## config.mk

```make
export PLATFORM = sky130hd
export DESIGN_NAME = hsap_top
export DESIGN_NICKNAME = d
export VERILOG_FILES = /design/src/shared/hsap_pkg.sv /design/src/design/hsap_top.sv
export VERILOG_INCLUDE_DIRS = /design/src /design/src/shared
export SDC_FILE = /design/constraint.sdc
export NUM_CORES = 1
export LEC_CHECK = 0
export BUFFER_PORTS_ARGS = -buffer_cell sky130_fd_sc_hd__buf_2
export CAP_MARGIN = 40
export CORE_ASPECT_RATIO = 0.9
export CORE_MARGIN = 3
export CORE_UTILIZATION = 50
export CTS_CLUSTER_SIZE = 10
export DETAILED_ROUTE_END_ITERATION = 8
export PLACE_DENSITY = 0.72
export SYNTH_ARGS = -nofsm -noshare
export SYNTH_HDL_FRONTEND = slang
export SYNTH_SLANG_ARGS = --single-unit
```

## constraint.sdc

```tcl
create_clock -name i_ref_clk -period 4 [get_ports i_ref_clk]
set_input_delay 0.4 -clock i_ref_clk [delete_from_list [all_inputs] [get_ports i_ref_clk]]
set_output_delay 0.4 -clock i_ref_clk [all_outputs]
set_load 0.01 [all_outputs]
```

## src/shared/hsap_regs.svh

```systemverilog
// Register offsets, field positions, reset values and pointer limits
// Assumes inclusion by bare name from the top module
`ifndef HSAP_REGS_SVH
`define HSAP_REGS_SVH
`define HSAP_PAD_CTRL     8'h38
`define HSAP_IRQ_CTRL     8'h39
`define HSAP_CLK_STOP     8'h50
`define HSAP_CLK_RESUME   8'h51
`define HSAP_RX_PREFETCH  8'hF0
`define HSAP_RX_PEEK      8'hF1
`define HSAP_RX_STREAM    8'hF2
`define HSAP_RX_PTR_HI    8'hF4
`define HSAP_RX_PTR_LO    8'hF5
`define HSAP_TX_FIXED     8'hF6
`define HSAP_TX_STREAM    8'hF8
`define HSAP_TX_PTR_HI    8'hFA
`define HSAP_TX_PTR_LO    8'hFB
`define HSAP_TX_LEN_HI    8'hFC
`define HSAP_TX_LEN_LO    8'hFD
`define HSAP_EVENTS       8'hFE
`define HSAP_IRQ_ENABLE   8'hFF
`define HSAP_PAD_RESET    8'h01
`define HSAP_WRAP_BIT     7
`define HSAP_WIDTH_BIT    7
`define HSAP_RX_WRAP_HI   8'h0C
`define HSAP_RX_START     16'h0C00
`define HSAP_RX_END       16'h3FFF
`define HSAP_TX_START     16'h0000
`define HSAP_TX_END       16'h0BFF
`endif

```

## src/shared/hsap_pkg.sv

```systemverilog
// Types shared by the host access port
// Assumes the register header sits beside it on the include path
`default_nettype none
package hsap_pkg;
  // One transmit SRAM write waiting in the buffer
  typedef struct packed {
    logic [15:0] addr;
    logic [15:0] data;
    logic        wide;
  } hsap_txw_t;
  // Synchronised host strobes and selects
  typedef struct packed {
    logic cs_n;
    logic cmd;
    logic ior_n;
    logic iow_n;
  } hsap_pins_t;
endpackage : hsap_pkg
`default_nettype wire

```

## src/design/hsap_top.sv

```systemverilog
// Host index/data access port: registers, SRAM data ports, irq pin
// Assumes asynchronous host pins, a 1-cycle-latency RX SRAM read port
// and a TX SRAM write port on the same 20 MHz clock.
// How it works
// - Irq control bit 1 picks open-collector output
// - Irq control bit 0 picks active-low irq
// - Clock stop bit 0 stops clock, powers down PHY
// - Selecting resume index restarts the system clock
// - Prefetch read returns data, starts prefetching
// - Peek read returns data, pointer unchanged
// - Stream read advances pointer by 1 or 2
// - Read pointer high/low bytes are read/write
// - Setting wrap enable loads read high byte
// - Fixed write stores data, pointer unchanged
// - Stream write advances pointer by 1 or 2
// - Write pointer high/low bytes are read/write
// - Transmit length held as high/low bytes
// - Status bit 7 reports bus width mode
// - Six event flags clear on writing 1
// - Optional glitch filtering of both strobes
// - Two-bit drive strength field for pads
// - Wrap enable folds pointers past SRAM end
// - Enable bits 5..0 gate matching flags
`include "hsap_regs.svh"
`default_nettype none
module hsap_top
  import hsap_pkg::*;
(
  input  wire logic        i_ref_clk,
  input  wire logic        i_reset_n,
  input  wire logic        i_cs_n,
  input  wire logic        i_cmd,
  input  wire logic        i_ior_n,
  input  wire logic        i_iow_n,
  input  wire logic [15:0] i_data,
  output logic      [15:0] o_data,
  output logic             o_data_oe,
  output logic             o_io_wait,
  input  wire logic        i_bus_8bit,
  output logic             o_irq,
  output logic             o_irq_oe,
  input  wire logic [5:0]  i_event,
  output logic             o_sys_clk_stop,
  output logic             o_phy_power_down,
  output logic [1:0]       o_drive_strength,
  output logic             o_hysteresis_en,
  output logic [15:0]      o_rx_addr,
  input  wire logic [15:0] i_rx_data,
  output logic             o_rx_prefetch,
  output logic             o_tx_valid,
  input  wire logic        i_tx_ready,
  output hsap_txw_t        o_tx_word,
  output logic [15:0]      o_tx_length
);

  // ==========================================================
  // Pointer step with optional fold back to region start
  // ==========================================================
  function automatic logic [15:0] step_ptr(
    input logic [15:0] ptr,
    input logic        wide,
    input logic        wrap,
    input logic [15:0] first,
    input logic [15:0] last
  );
    logic [15:0] nxt;
    nxt = ptr + (wide ? 16'h0002 : 16'h0001);
    if (wrap && (ptr > last - (wide ? 16'h0002 : 16'h0001)))
      nxt = first + (nxt - last - 16'h0001);
    return nxt;
  endfunction : step_ptr

  // ==========================================================
  // Pin synchronisers
  // ==========================================================
  hsap_pins_t  pin_s1;
  hsap_pins_t  pin_s2;
  logic [15:0] dat_s1;
  logic [15:0] dat_s2;
  logic        width_s1;
  logic        width_s2;
  logic        ior_s3;
  logic        iow_s3;

  // Two flops on every asynchronous pin; stage one feeds stage two only
  always_ff @(posedge i_ref_clk or negedge i_reset_n)
  begin
    if (!i_reset_n)
    begin
      pin_s1   <= '{cs_n: 1'b1, cmd: 1'b0, ior_n: 1'b1, iow_n: 1'b1};
      pin_s2   <= '{cs_n: 1'b1, cmd: 1'b0, ior_n: 1'b1, iow_n: 1'b1};
      dat_s1   <= 16'h0000;
      dat_s2   <= 16'h0000;
      ior_s3   <= 1'b1;
      iow_s3   <= 1'b1;
    end
    else
    begin
      pin_s1   <= '{cs_n: i_cs_n, cmd: i_cmd, ior_n: i_ior_n,
                    iow_n: i_iow_n};
      pin_s2   <= pin_s1;
      dat_s1   <= i_data;
      dat_s2   <= dat_s1;
      ior_s3   <= pin_s2.ior_n;
      iow_s3   <= pin_s2.iow_n;
    end
  end

  // Strap sync runs through reset, so the capture sees the settled pin
  always_ff @(posedge i_ref_clk)
  begin
    width_s1 <= i_bus_8bit;
    width_s2 <= width_s1;
  end

  // ==========================================================
  // Strobe glitch filters and edge detection
  // ==========================================================
  logic [7:0] pad_ctrl;
  logic       ior_f;
  logic       iow_f;
  logic       ior_d;
  logic       iow_d;
  logic       cs_l;
  logic       cmd_l;

  // A spike far below one period cannot survive two equal samples
  always_ff @(posedge i_ref_clk or negedge i_reset_n)
  begin
    if (!i_reset_n)
    begin
      ior_f <= 1'b1;
      iow_f <= 1'b1;
      ior_d <= 1'b1;
      iow_d <= 1'b1;
    end
    else
    begin
      if (!pad_ctrl[0] || pin_s2.ior_n == ior_s3)
        ior_f <= pin_s2.ior_n;
      if (!pad_ctrl[1] || pin_s2.iow_n == iow_s3)
        iow_f <= pin_s2.iow_n;
      ior_d <= ior_f;
      iow_d <= iow_f;
    end
  end

  // Selects are latched while a strobe is low, since they may drop early
  always_ff @(posedge i_ref_clk or negedge i_reset_n)
  begin
    if (!i_reset_n)
    begin
      cs_l  <= 1'b0;
      cmd_l <= 1'b0;
    end
    else if (!ior_f || !iow_f)
    begin
      cs_l  <= !pin_s2.cs_n;
      cmd_l <= pin_s2.cmd;
    end
  end

  logic read_end;
  logic write_end;
  logic data_wr;
  logic index_wr;
  assign read_end  = ior_f && !ior_d && cs_l && cmd_l;
  assign write_end = iow_f && !iow_d && cs_l;
  assign data_wr   = write_end && cmd_l;
  assign index_wr  = write_end && !cmd_l;

  // ==========================================================
  // Bus width strap, caught once after reset release
  // ==========================================================
  logic narrow;
  logic strap_done;
  always_ff @(posedge i_ref_clk or negedge i_reset_n)
  begin
    if (!i_reset_n)
    begin
      narrow     <= 1'b0;
      strap_done <= 1'b0;
    end
    else if (!strap_done)
    begin
      narrow     <= width_s2;
      strap_done <= 1'b1;
    end
  end
  logic wide;
  assign wide = !narrow;

  // ==========================================================
  // Index and configuration registers
  // ==========================================================
  logic [7:0] index;
  logic [1:0] irq_ctrl;
  logic [7:0] irq_enable;
  logic       clk_stop;
  logic [7:0] wbyte;
  assign wbyte = dat_s2[7:0];

  always_ff @(posedge i_ref_clk or negedge i_reset_n)
  begin
    if (!i_reset_n)
      index <= 8'h00;
    else if (index_wr)
      index <= wbyte;
  end

  always_ff @(posedge i_ref_clk or negedge i_reset_n)
  begin
    if (!i_reset_n)
    begin
      pad_ctrl   <= `HSAP_PAD_RESET;
      irq_ctrl   <= 2'h0;
      irq_enable <= 8'h00;
    end
    else if (data_wr)
    begin
      if (index == `HSAP_PAD_CTRL)
        pad_ctrl <= wbyte;
      if (index == `HSAP_IRQ_CTRL)
        irq_ctrl <= wbyte[1:0];
      if (index == `HSAP_IRQ_ENABLE)
        irq_enable <= {wbyte[7], 1'b0, wbyte[5:0]};
    end
  end

  // Resume is the index value itself; no data cycle is needed
  always_ff @(posedge i_ref_clk or negedge i_reset_n)
  begin
    if (!i_reset_n)
      clk_stop <= 1'b0;
    else if (index_wr && wbyte == `HSAP_CLK_RESUME)
      clk_stop <= 1'b0;
    else if (data_wr && index == `HSAP_CLK_STOP)
      clk_stop <= wbyte[0];
  end

  assign o_sys_clk_stop   = clk_stop;
  assign o_phy_power_down = clk_stop;
  assign o_drive_strength = pad_ctrl[6:5];
  assign o_hysteresis_en  = pad_ctrl[3];

  // ==========================================================
  // Event flags
  // ==========================================================
  logic [5:0] flags;
  logic       flags_wr;
  assign flags_wr = data_wr && index == `HSAP_EVENTS;

  // A new event in the clearing cycle beats the clear
  genvar gi;
  generate
    for (gi = 0; gi < 6; gi++)
    begin : g_flag
      always_ff @(posedge i_ref_clk or negedge i_reset_n)
      begin
        if (!i_reset_n)
          flags[gi] <= 1'b0;
        else if (i_event[gi])
          flags[gi] <= 1'b1;
        else if (flags_wr && wbyte[gi])
          flags[gi] <= 1'b0;
      end
    end
  endgenerate

  // ==========================================================
  // Interrupt pin
  // ==========================================================
  logic irq_active;
  assign irq_active = |(flags & irq_enable[5:0]);

  // Open collector can only pull low, so it drives 0 when asserted
  always_ff @(posedge i_ref_clk or negedge i_reset_n)
  begin
    if (!i_reset_n)
    begin
      o_irq    <= 1'b0;
      o_irq_oe <= 1'b0;
    end
    else if (irq_ctrl[1])
    begin
      o_irq    <= 1'b0;
      o_irq_oe <= irq_active;
    end
    else
    begin
      o_irq    <= irq_ctrl[0] ? !irq_active : irq_active;
      o_irq_oe <= 1'b1;
    end
  end

  // ==========================================================
  // Receive pointer and prefetch buffer
  // ==========================================================
  logic [15:0] rx_ptr;
  logic [15:0] rx_buf;
  logic        rx_adv;
  assign rx_adv = read_end && index == `HSAP_RX_STREAM;

  always_ff @(posedge i_ref_clk or negedge i_reset_n)
  begin
    if (!i_reset_n)
      rx_ptr <= 16'h0000;
    else if (data_wr && index == `HSAP_IRQ_ENABLE
             && wbyte[`HSAP_WRAP_BIT])
      rx_ptr[15:8] <= `HSAP_RX_WRAP_HI;
    else if (data_wr && index == `HSAP_RX_PTR_HI)
      rx_ptr[15:8] <= wbyte;
    else if (data_wr && index == `HSAP_RX_PTR_LO)
      rx_ptr[7:0] <= wbyte;
    else if (rx_adv)
      rx_ptr <= step_ptr(rx_ptr, wide, irq_enable[`HSAP_WRAP_BIT],
                         `HSAP_RX_START, `HSAP_RX_END);
  end

  // SRAM word at the pointer is kept fresh for the next host read
  always_ff @(posedge i_ref_clk or negedge i_reset_n)
  begin
    if (!i_reset_n)
    begin
      rx_buf        <= 16'h0000;
      o_rx_prefetch <= 1'b0;
    end
    else
    begin
      rx_buf        <= i_rx_data;
      o_rx_prefetch <= read_end && index == `HSAP_RX_PREFETCH;
    end
  end
  assign o_rx_addr = rx_ptr;

  // ==========================================================
  // Transmit pointer, length and two-entry write buffer
  // ==========================================================
  logic [15:0] tx_ptr;
  logic [15:0] tx_len;
  logic        tx_put;
  logic        tx_in_ready;
  assign tx_put = data_wr && (index == `HSAP_TX_FIXED
                              || index == `HSAP_TX_STREAM);

  always_ff @(posedge i_ref_clk or negedge i_reset_n)
  begin
    if (!i_reset_n)
      tx_ptr <= 16'h0000;
    else if (data_wr && index == `HSAP_TX_PTR_HI)
      tx_ptr[15:8] <= wbyte;
    else if (data_wr && index == `HSAP_TX_PTR_LO)
      tx_ptr[7:0] <= wbyte;
    else if (tx_put && tx_in_ready && index == `HSAP_TX_STREAM)
      tx_ptr <= step_ptr(tx_ptr, wide, irq_enable[`HSAP_WRAP_BIT],
                         `HSAP_TX_START, `HSAP_TX_END);
  end

  always_ff @(posedge i_ref_clk or negedge i_reset_n)
  begin
    if (!i_reset_n)
      tx_len <= 16'h0000;
    else if (data_wr && index == `HSAP_TX_LEN_HI)
      tx_len[15:8] <= wbyte;
    else if (data_wr && index == `HSAP_TX_LEN_LO)
      tx_len[7:0] <= wbyte;
  end
  assign o_tx_length = tx_len;

  // Host cannot be stalled mid-cycle; it must honour the wait pin
  hsap_txw_t   tx_mem [2];
  logic        tx_wp;
  logic        tx_rp;
  logic [1:0]  tx_cnt;
  logic        tx_pop;
  assign tx_in_ready = tx_cnt != 2'h2;
  assign tx_pop      = o_tx_valid && i_tx_ready;

  always_ff @(posedge i_ref_clk or negedge i_reset_n)
  begin
    if (!i_reset_n)
    begin
      tx_wp     <= 1'b0;
      tx_rp     <= 1'b0;
      tx_cnt    <= 2'h0;
      tx_mem[0] <= '0;
      tx_mem[1] <= '0;
    end
    else
    begin
      if (tx_put && tx_in_ready)
      begin
        tx_mem[tx_wp] <= '{addr: tx_ptr, data: wide ? dat_s2
                           : {8'h00, wbyte}, wide: wide};
        tx_wp <= !tx_wp;
      end
      if (tx_pop)
        tx_rp <= !tx_rp;
      if ((tx_put && tx_in_ready) && !tx_pop)
        tx_cnt <= tx_cnt + 2'h1;
      else if (!(tx_put && tx_in_ready) && tx_pop)
        tx_cnt <= tx_cnt - 2'h1;
    end
  end
  assign o_tx_valid = tx_cnt != 2'h0;
  assign o_tx_word  = tx_mem[tx_rp];
  assign o_io_wait  = !tx_in_ready;

  // ==========================================================
  // Read data path
  // ==========================================================
  logic [15:0] rd_mux;
  always_comb
  begin
    rd_mux = 16'h0000;
    unique case (index)
      `HSAP_PAD_CTRL:    rd_mux[7:0] = pad_ctrl;
      `HSAP_IRQ_CTRL:    rd_mux[7:0] = {6'h00, irq_ctrl};
      `HSAP_RX_PREFETCH,
      `HSAP_RX_PEEK,
      `HSAP_RX_STREAM:   rd_mux = wide ? rx_buf
                                  : {8'h00, rx_buf[7:0]};
      `HSAP_RX_PTR_HI:   rd_mux[7:0] = rx_ptr[15:8];
      `HSAP_RX_PTR_LO:   rd_mux[7:0] = rx_ptr[7:0];
      `HSAP_TX_PTR_HI:   rd_mux[7:0] = tx_ptr[15:8];
      `HSAP_TX_PTR_LO:   rd_mux[7:0] = tx_ptr[7:0];
      `HSAP_TX_LEN_HI:   rd_mux[7:0] = tx_len[15:8];
      `HSAP_TX_LEN_LO:   rd_mux[7:0] = tx_len[7:0];
      `HSAP_EVENTS:      rd_mux[7:0] = {narrow, 1'b0, flags};
      `HSAP_IRQ_ENABLE:  rd_mux[7:0] = irq_enable;
      default:           rd_mux = 16'h0000;
    endcase
  end

  // Drive only inside a selected data read
  always_ff @(posedge i_ref_clk or negedge i_reset_n)
  begin
    if (!i_reset_n)
    begin
      o_data    <= 16'h0000;
      o_data_oe <= 1'b0;
    end
    else
    begin
      o_data    <= rd_mux;
      o_data_oe <= !ior_f && !pin_s2.cs_n && pin_s2.cmd;
    end
  end

endmodule : hsap_top
`default_nettype wire

```

# [After elaboration in Yosys (flattened, before gate mapping)]
# Index checks and enable logic that the tools add are counted.
[classes] eq_ne=22 reduce_logical=79 magnitude_cmp=5 n_mux=41 addsub=11 bitwise_logic=7
[ops] operator="2-to-1 mux 33 bit" count=4
[ops] operator="equality test 8 bit (second input constant)" count=13
[ops] operator="2-to-1 mux 16 bit" count=6
[ops] operator="case mux 8 bit (11 select lines)" count=1
[ops] operator="bitwise mux 66 bit" count=1
[ops] operator="2-to-1 mux 8 bit" count=8
[ops] operator="logical AND 1 bit" count=37
[ops] operator="demux 33 bit (select 1 bit)" count=1
[ops] operator="adder 16 bit" count=2
[ops] operator="> comparator 16 bit" count=2
[ops] operator="subtractor 16 x 1 -> 16 bit (second input constant)" count=2
[ops] operator="nonzero test 2 bit" count=12
[ops] operator="2-to-1 mux 1 bit" count=17
[ops] operator="adder 12 x 16 -> 16 bit (first input constant)" count=1
[ops] operator="equality test 8 x 6 -> 1 bit (second input constant)" count=2
[ops] operator="equality test 8 x 7 -> 1 bit (second input constant)" count=2
[ops] operator="subtractor 14 x 16 -> 16 bit (first input constant)" count=1
[ops] operator="subtractor 16 x 12 -> 16 bit (second input constant)" count=1
[ops] operator="subtractor 16 x 14 -> 16 bit (second input constant)" count=1
[ops] operator="zero test 1 bit" count=15
[ops] operator="AND reduction 2 bit" count=7
[ops] operator="subtractor 12 x 2 -> 13 bit (first input constant)" count=1
[ops] operator="bitwise AND 6 bit" count=1
[ops] operator="2-to-1 mux 2 bit" count=3
[ops] operator="14 further kinds" count=24
[word_totals] ff_bits=238 input_bits=46 word_cells=219 out_inout_bits=92

# [Depth between registers and ports, before layout]
[depth] ltp_word=10 ltp_mapped=12 mapped_depth_nobuf=11

# [Least setup slack after synthesis]
# Ideal clock, no wire load.
[synth_path] kind="flip-flop to flip-flop" from="register narrow" to="register tx_ptr[14]" arrival_ns=2.790 setup_ns=0.135 path_stages_with_launch=12 required_time_ns=3.865 path_buffers=2 setup_slack_ns=1.075 period_less_slack_ns=2.925 cell_sequence="dfrtp_1 -> inv_1 -> clkbuf_1 -> fa_1 -> nand4_1 -> or3_1 -> clkbuf_1 -> xnor2_1 -> ha_1 -> nor4b_1 -> xor2_1 -> o21ai_0"
[synth_between] elab_chain_len=8 elab_cells_between_ends=11 classes_between="4 x add/sub; 1 x order compare; 5 x mux; 1 x reduce/logical"
[synth_lines] item="from (decl)" line="hsap_top.sv:175" text="logic narrow;"
[synth_lines] item="from (signal assigned)" line="hsap_top.sv:186" text="narrow <= width_s2;"
[synth_lines] item="2-to-1 mux 2 bit (*)" line="hsap_top.sv:67, hsap_top.sv:68"
[synth_lines] item="adder 16 bit or subtractor 12 x 2 -> 13 bit (tied branches)" line="hsap_top.sv:67, hsap_top.sv:68"
[synth_lines] item="subtractor 16 x 12 -> 16 bit or > comparator 16 bit (tied branches)" line="hsap_top.sv:69, hsap_top.sv:68"
[synth_lines] item="subtractor 16 x 1 -> 16 bit or logical AND 1 bit (tied branches)" line="hsap_top.sv:69, hsap_top.sv:68"
[synth_lines] item="2-to-1 mux 16 bit (*)" line="hsap_top.sv:68" text="if (wrap && (ptr > last - (wide ? 16'h0002 : 16'h0001)))"
[synth_lines] item="2-to-1 mux 16 bit (*)" line="hsap_top.sv:354" text="else if (tx_put && tx_in_ready && index == `HSAP_TX_STREAM)"
[synth_lines] item="2-to-1 mux 8 bit (*)" line="hsap_top.sv:352" text="else if (data_wr && index == `HSAP_TX_PTR_LO)"
[synth_lines] item="2-to-1 mux 8 bit (*)" line="hsap_top.sv:350" text="else if (data_wr && index == `HSAP_TX_PTR_HI)"
[synth_lines] item="to (signal assigned)" line="hsap_top.sv:351" text="tx_ptr[15:8] <= wbyte;"
[synth_lines] item="to (signal assigned)" line="hsap_top.sv:355" text="tx_ptr <= step_ptr(tx_ptr, wide, irq_enable[`HSAP_WRAP_BIT],"
[synth_lines] item="to (decl)" line="hsap_top.sv:339" text="logic [15:0] tx_ptr;"
# Every way passes the cells marked *; elsewhere a longest branch is shown, timed or not. The select of a mux whose other input is x is not followed.
# A chain may end at the register's enable or synchronous reset.

# [Final worst setup path]
# Ends and elaborated chain as after synthesis.

==> results by group <==
Synth
  • Largest family of logic cells by synthesized area: multiplexers
  • Compound-Gate Fraction of Synth Area: 7.94%
  • Most common cell in the netlist: dfrtp_1
  • Ys Warns: 0
  • Adder-cell share of the synthesized area: 1.33%
  • Most instantiated cells after synthesis: dfrtp_1 (223), mux2_2 (99), nand2_1 (94)
  • Netlist cell types: 64
  • Synthesized net count: 942
  • Proportion of synthesized area in mux cells: 15.6%
  • Synth Flop Type: dfrtp_1
  • Synth Area in Simple Gates: 12.6%
  • Sequential area share after synthesis: 56.5%
  • Cells after Synth: 886
  • Yosys top cell area share: 52.8%
  • XOR/XNOR Fraction of Synth Area: 3.40%
  • Avg Cell Area, Syn: 11.9 sq um
  • Synth Register Bits: 238
  • Yosys top cell by area: dfrtp_1
  • Synthesized area: 0.0106 sq mm
  • Synth top area cells: dfrtp_1 (53%), mux2_2 (11%), nand2_1 (3.3%), dfstp_2 (3.2%), o21ai_0 (2.7%)
  • Fraction of registers with async set/reset: 99.2%
  • Count of flip-flops with a built-in enable after synthesis: 0

Placed design
  • I/O Buffers: 137
  • Placer Congestion: 0.926
  • Placed Cells: 1262
  • Hpwl dp: 17600 microns

Timing
  • Fmax: 332 MHz
  • Fin. Hold Viols: 9
  • Final setup viols: 0
  • Hold Worst Slack: -19.0 ps
  • RSZ-0062 raised after global routing: no
  • Max Slew Vio Count: 0
  • Tightest Pin Transition: 958 ps
  • Slew margin rel.: 36.2%
  • Skew final: 12.4 ps
  • Sum Neg Setup Slack: 0 ps
  • Fin crit share: 75.3%
  • Post-route minimum period: 3010 ps

Die
  • Total I/O pin count: 138
  • Die X: 159 microns
  • Die Y-Extent: 144 microns
  • Cell Rows: 49
  • CORE AREA: 0.0204 sq mm
  • Die area: 0.0229 sq mm
  • Initial Utilization: 51.9%

Outcome
  • Failing checks: hold timing
  • Run status: finished, violations left

Power
  • Clock Power Share: 41.5%
  • Comb power frac: 10.6%
  • Peak supply drop: 0.386 mV
  • Int Power: 4.19 mW
  • Leakage: 6.07 nW
  • Seq pwr share: 47.8%
  • Switching Fraction: 24.7%
  • Pwr dens: 438 mW/mm^2
  • Sw power: 1.37 mW

Clock tree
  • Longest Clk Path Bufs: 3
  • Total CTS buffers: 28
  • Reg clk slew, reported paths: 60 ps
  • Htree depth: 1
  • Clock sink count: 238
  • Setup bufs post-CTS: 0
  • Skew-Pair Late Insertion Delay: 530 ps
  • Clk root buf: clkbuf_16
  • CTS tree: built

Routing
  • Via Count: 7604
  • 1st-iter DRT viols: 756
  • First drt pass iteration count: 5
  • Vias/cell: 5.66
  • DRC: 0
  • Total Wirelength: 26400 microns
  • Routed length per placed instance: 19.7 microns
  • Detail Route Antenna Nets: 0

Worst setup path
  • FF-to-FF End: tx_ptr[14]
  • Crit. End Element: flop
  • Worst EP arrival: 3400 ps
  • Crit-path max FO: 14
  • R2r startpoint: narrow
  • WP data required: 4390 ps
  • Reg2reg path depth: 9
  • Startpoint types: flop
  • WS Path Type: flop to flop
  • Reg2Reg Setup Slack: 990 ps

Layout
  • Ant. Diodes: 0
  • Layout cell share with drive strength beyond 1: 31.1%
  • NumNets Final: 1106
  • Synthesis-to-layout area growth: 20.3%
  • Final Non-Filler Cells: 1344

GRT
  • Initial antenna violation count: 0
  • Largest net degree at the start of global routing: 128
  • Total global routing overflow: 0
  • Number of global-route vias before repair: 7454
  • GRT Util Overall: 23.0%
  • Wire length of the first global-routing pass: 42000 microns

Flow run
  • Max-cap violations: 0

Hold path
  • Worst hold path class: input pin to async pin
flip-flops by register name (all words and copies together), names as in the netlist, 4 cells and up:
| signal | cells |
|---|---|
| tx_mem | 66 |
| dat_s1 | 16 |
| dat_s2 | 16 |
| o_data | 16 |
| o_rx_addr | 16 |
| o_tx_length | 16 |
| rx_buf | 16 |
| tx_ptr | 16 |
| index | 8 |
| pad_ctrl | 8 |
| irq_enable | 7 |
| flags | 6 |
| pin_s1 | 4 |
| pin_s2 | 4 |
per-layer routing:
layer	routed length [microns]	GRT usage (%)	vias up
met5	0	0	-
met4	530	5.16	0
met3	2110	4.76	38
met2	11800	35.2	316
met1	11900	34.2	3779
li1	-	-	3471
cell families after synthesis:
kind of cell,after synthesis
and+or+nand+nor,256
DFF,238
muxes,138
AOI/OAI and AO/OA,136
buffers and inverters,66
xor gates and xnor gates,41
adders and majority gates,10
other,1
power by group through the flow:
| stage | registers [mW] | logic [mW] | clock network, mW |
|---|---|---|---|
| after floorplan | 2.61 | 0.404 | 0 |
| after global placement | 2.72 | 0.517 | 0 |
| after detailed placement | 2.72 | 0.523 | 0 |
| after CTS | 2.68 | 0.553 | 2.36 |
| after global routing | 2.68 | 0.644 | 2.47 |
| final | 2.66 | 0.593 | 2.31 |
worst max-delay path by stage:
stage / slack (ps) / cells after the start / to / startpoint
floorplan: 1080 / 11 / tx_ptr[14] / narrow
global placement: 1110 / 7 / tx_mem[43] / index[3]
detailed placement: 1040 / 7 / tx_mem[43] / index[3]
CTS: 1000 / 9 / tx_ptr[14] / narrow
global route: 740 / 7 / tx_mem[43] / index[3]
finish: 990 / 9 / tx_ptr[14] / narrow
layout make-up:
type,count,area [sq um]
fillers,1610,7640
flip-flops and latches,238,5960
multi-input cells,582,4310
repair buffers,187,1210
clock buffers,42,795
well taps,280,350
inverters,13,48.8
clock inverters,2,35.0
through the flow:
step	setup slack, ps	total power [mW]	cell area, sq um	hold slack (ps)	util, %
after floorplan	1080	3.02	10600	104	-
after global placement	1110	3.23	11500	332	56.4
after detailed placement	1040	3.25	11500	335	56.4
after CTS	1000	5.60	12700	28.3	62.3
after global routing	742	5.79	12700	48.8	62.4
final	989	5.57	12700	-19.0	62.4
critical path, cell delays in order (launching register included):
cell and delay (ps):
dfrtp_1 460, inv_1 390, fa_1 380, nand4_1 190, or3_1 450, xnor2_1 170, ha_1 210, nor4b_1 360
xor2_1 170, o21ai_0 80
layout by cell type (no fill, tap or decap), types with 10 or more instances in the layout:
| cell | Yosys | routed |
|---|---|---|
| buf_4 | 3 | 10 |
| nand2_1 | 94 | 94 |
| dfrtp_1 | 223 | 223 |
| mux2_2 | 99 | 99 |
| mux2i_1 | 15 | 15 |
| nand4_1 | 14 | 14 |
| and3_1 | 11 | 11 |
| xnor2_1 | 19 | 19 |
| mux2_4 | 16 | 16 |
| xor2_1 | 22 | 22 |
| a21oi_1 | 20 | 20 |
| clkbuf_1 | 39 | 11 |
| dlygate4sd3_1 | 0 | 37 |
| o21ai_0 | 56 | 56 |
| nand3_1 | 21 | 21 |
| clkbuf_16 | 0 | 29 |
| inv_1 | 13 | 13 |
| nor2_1 | 50 | 50 |
| buf_2 | 6 | 136 |
| dfstp_2 | 13 | 13 |
| a22oi_1 | 14 | 14 |
what timing repair did:
item,4_1_cts,5_1_grt
gates resized for setup,0,0
hold endpoints to repair,37,0
hold buffers,37,0
No activity file was read; power rests on OpenSTA's default activity.
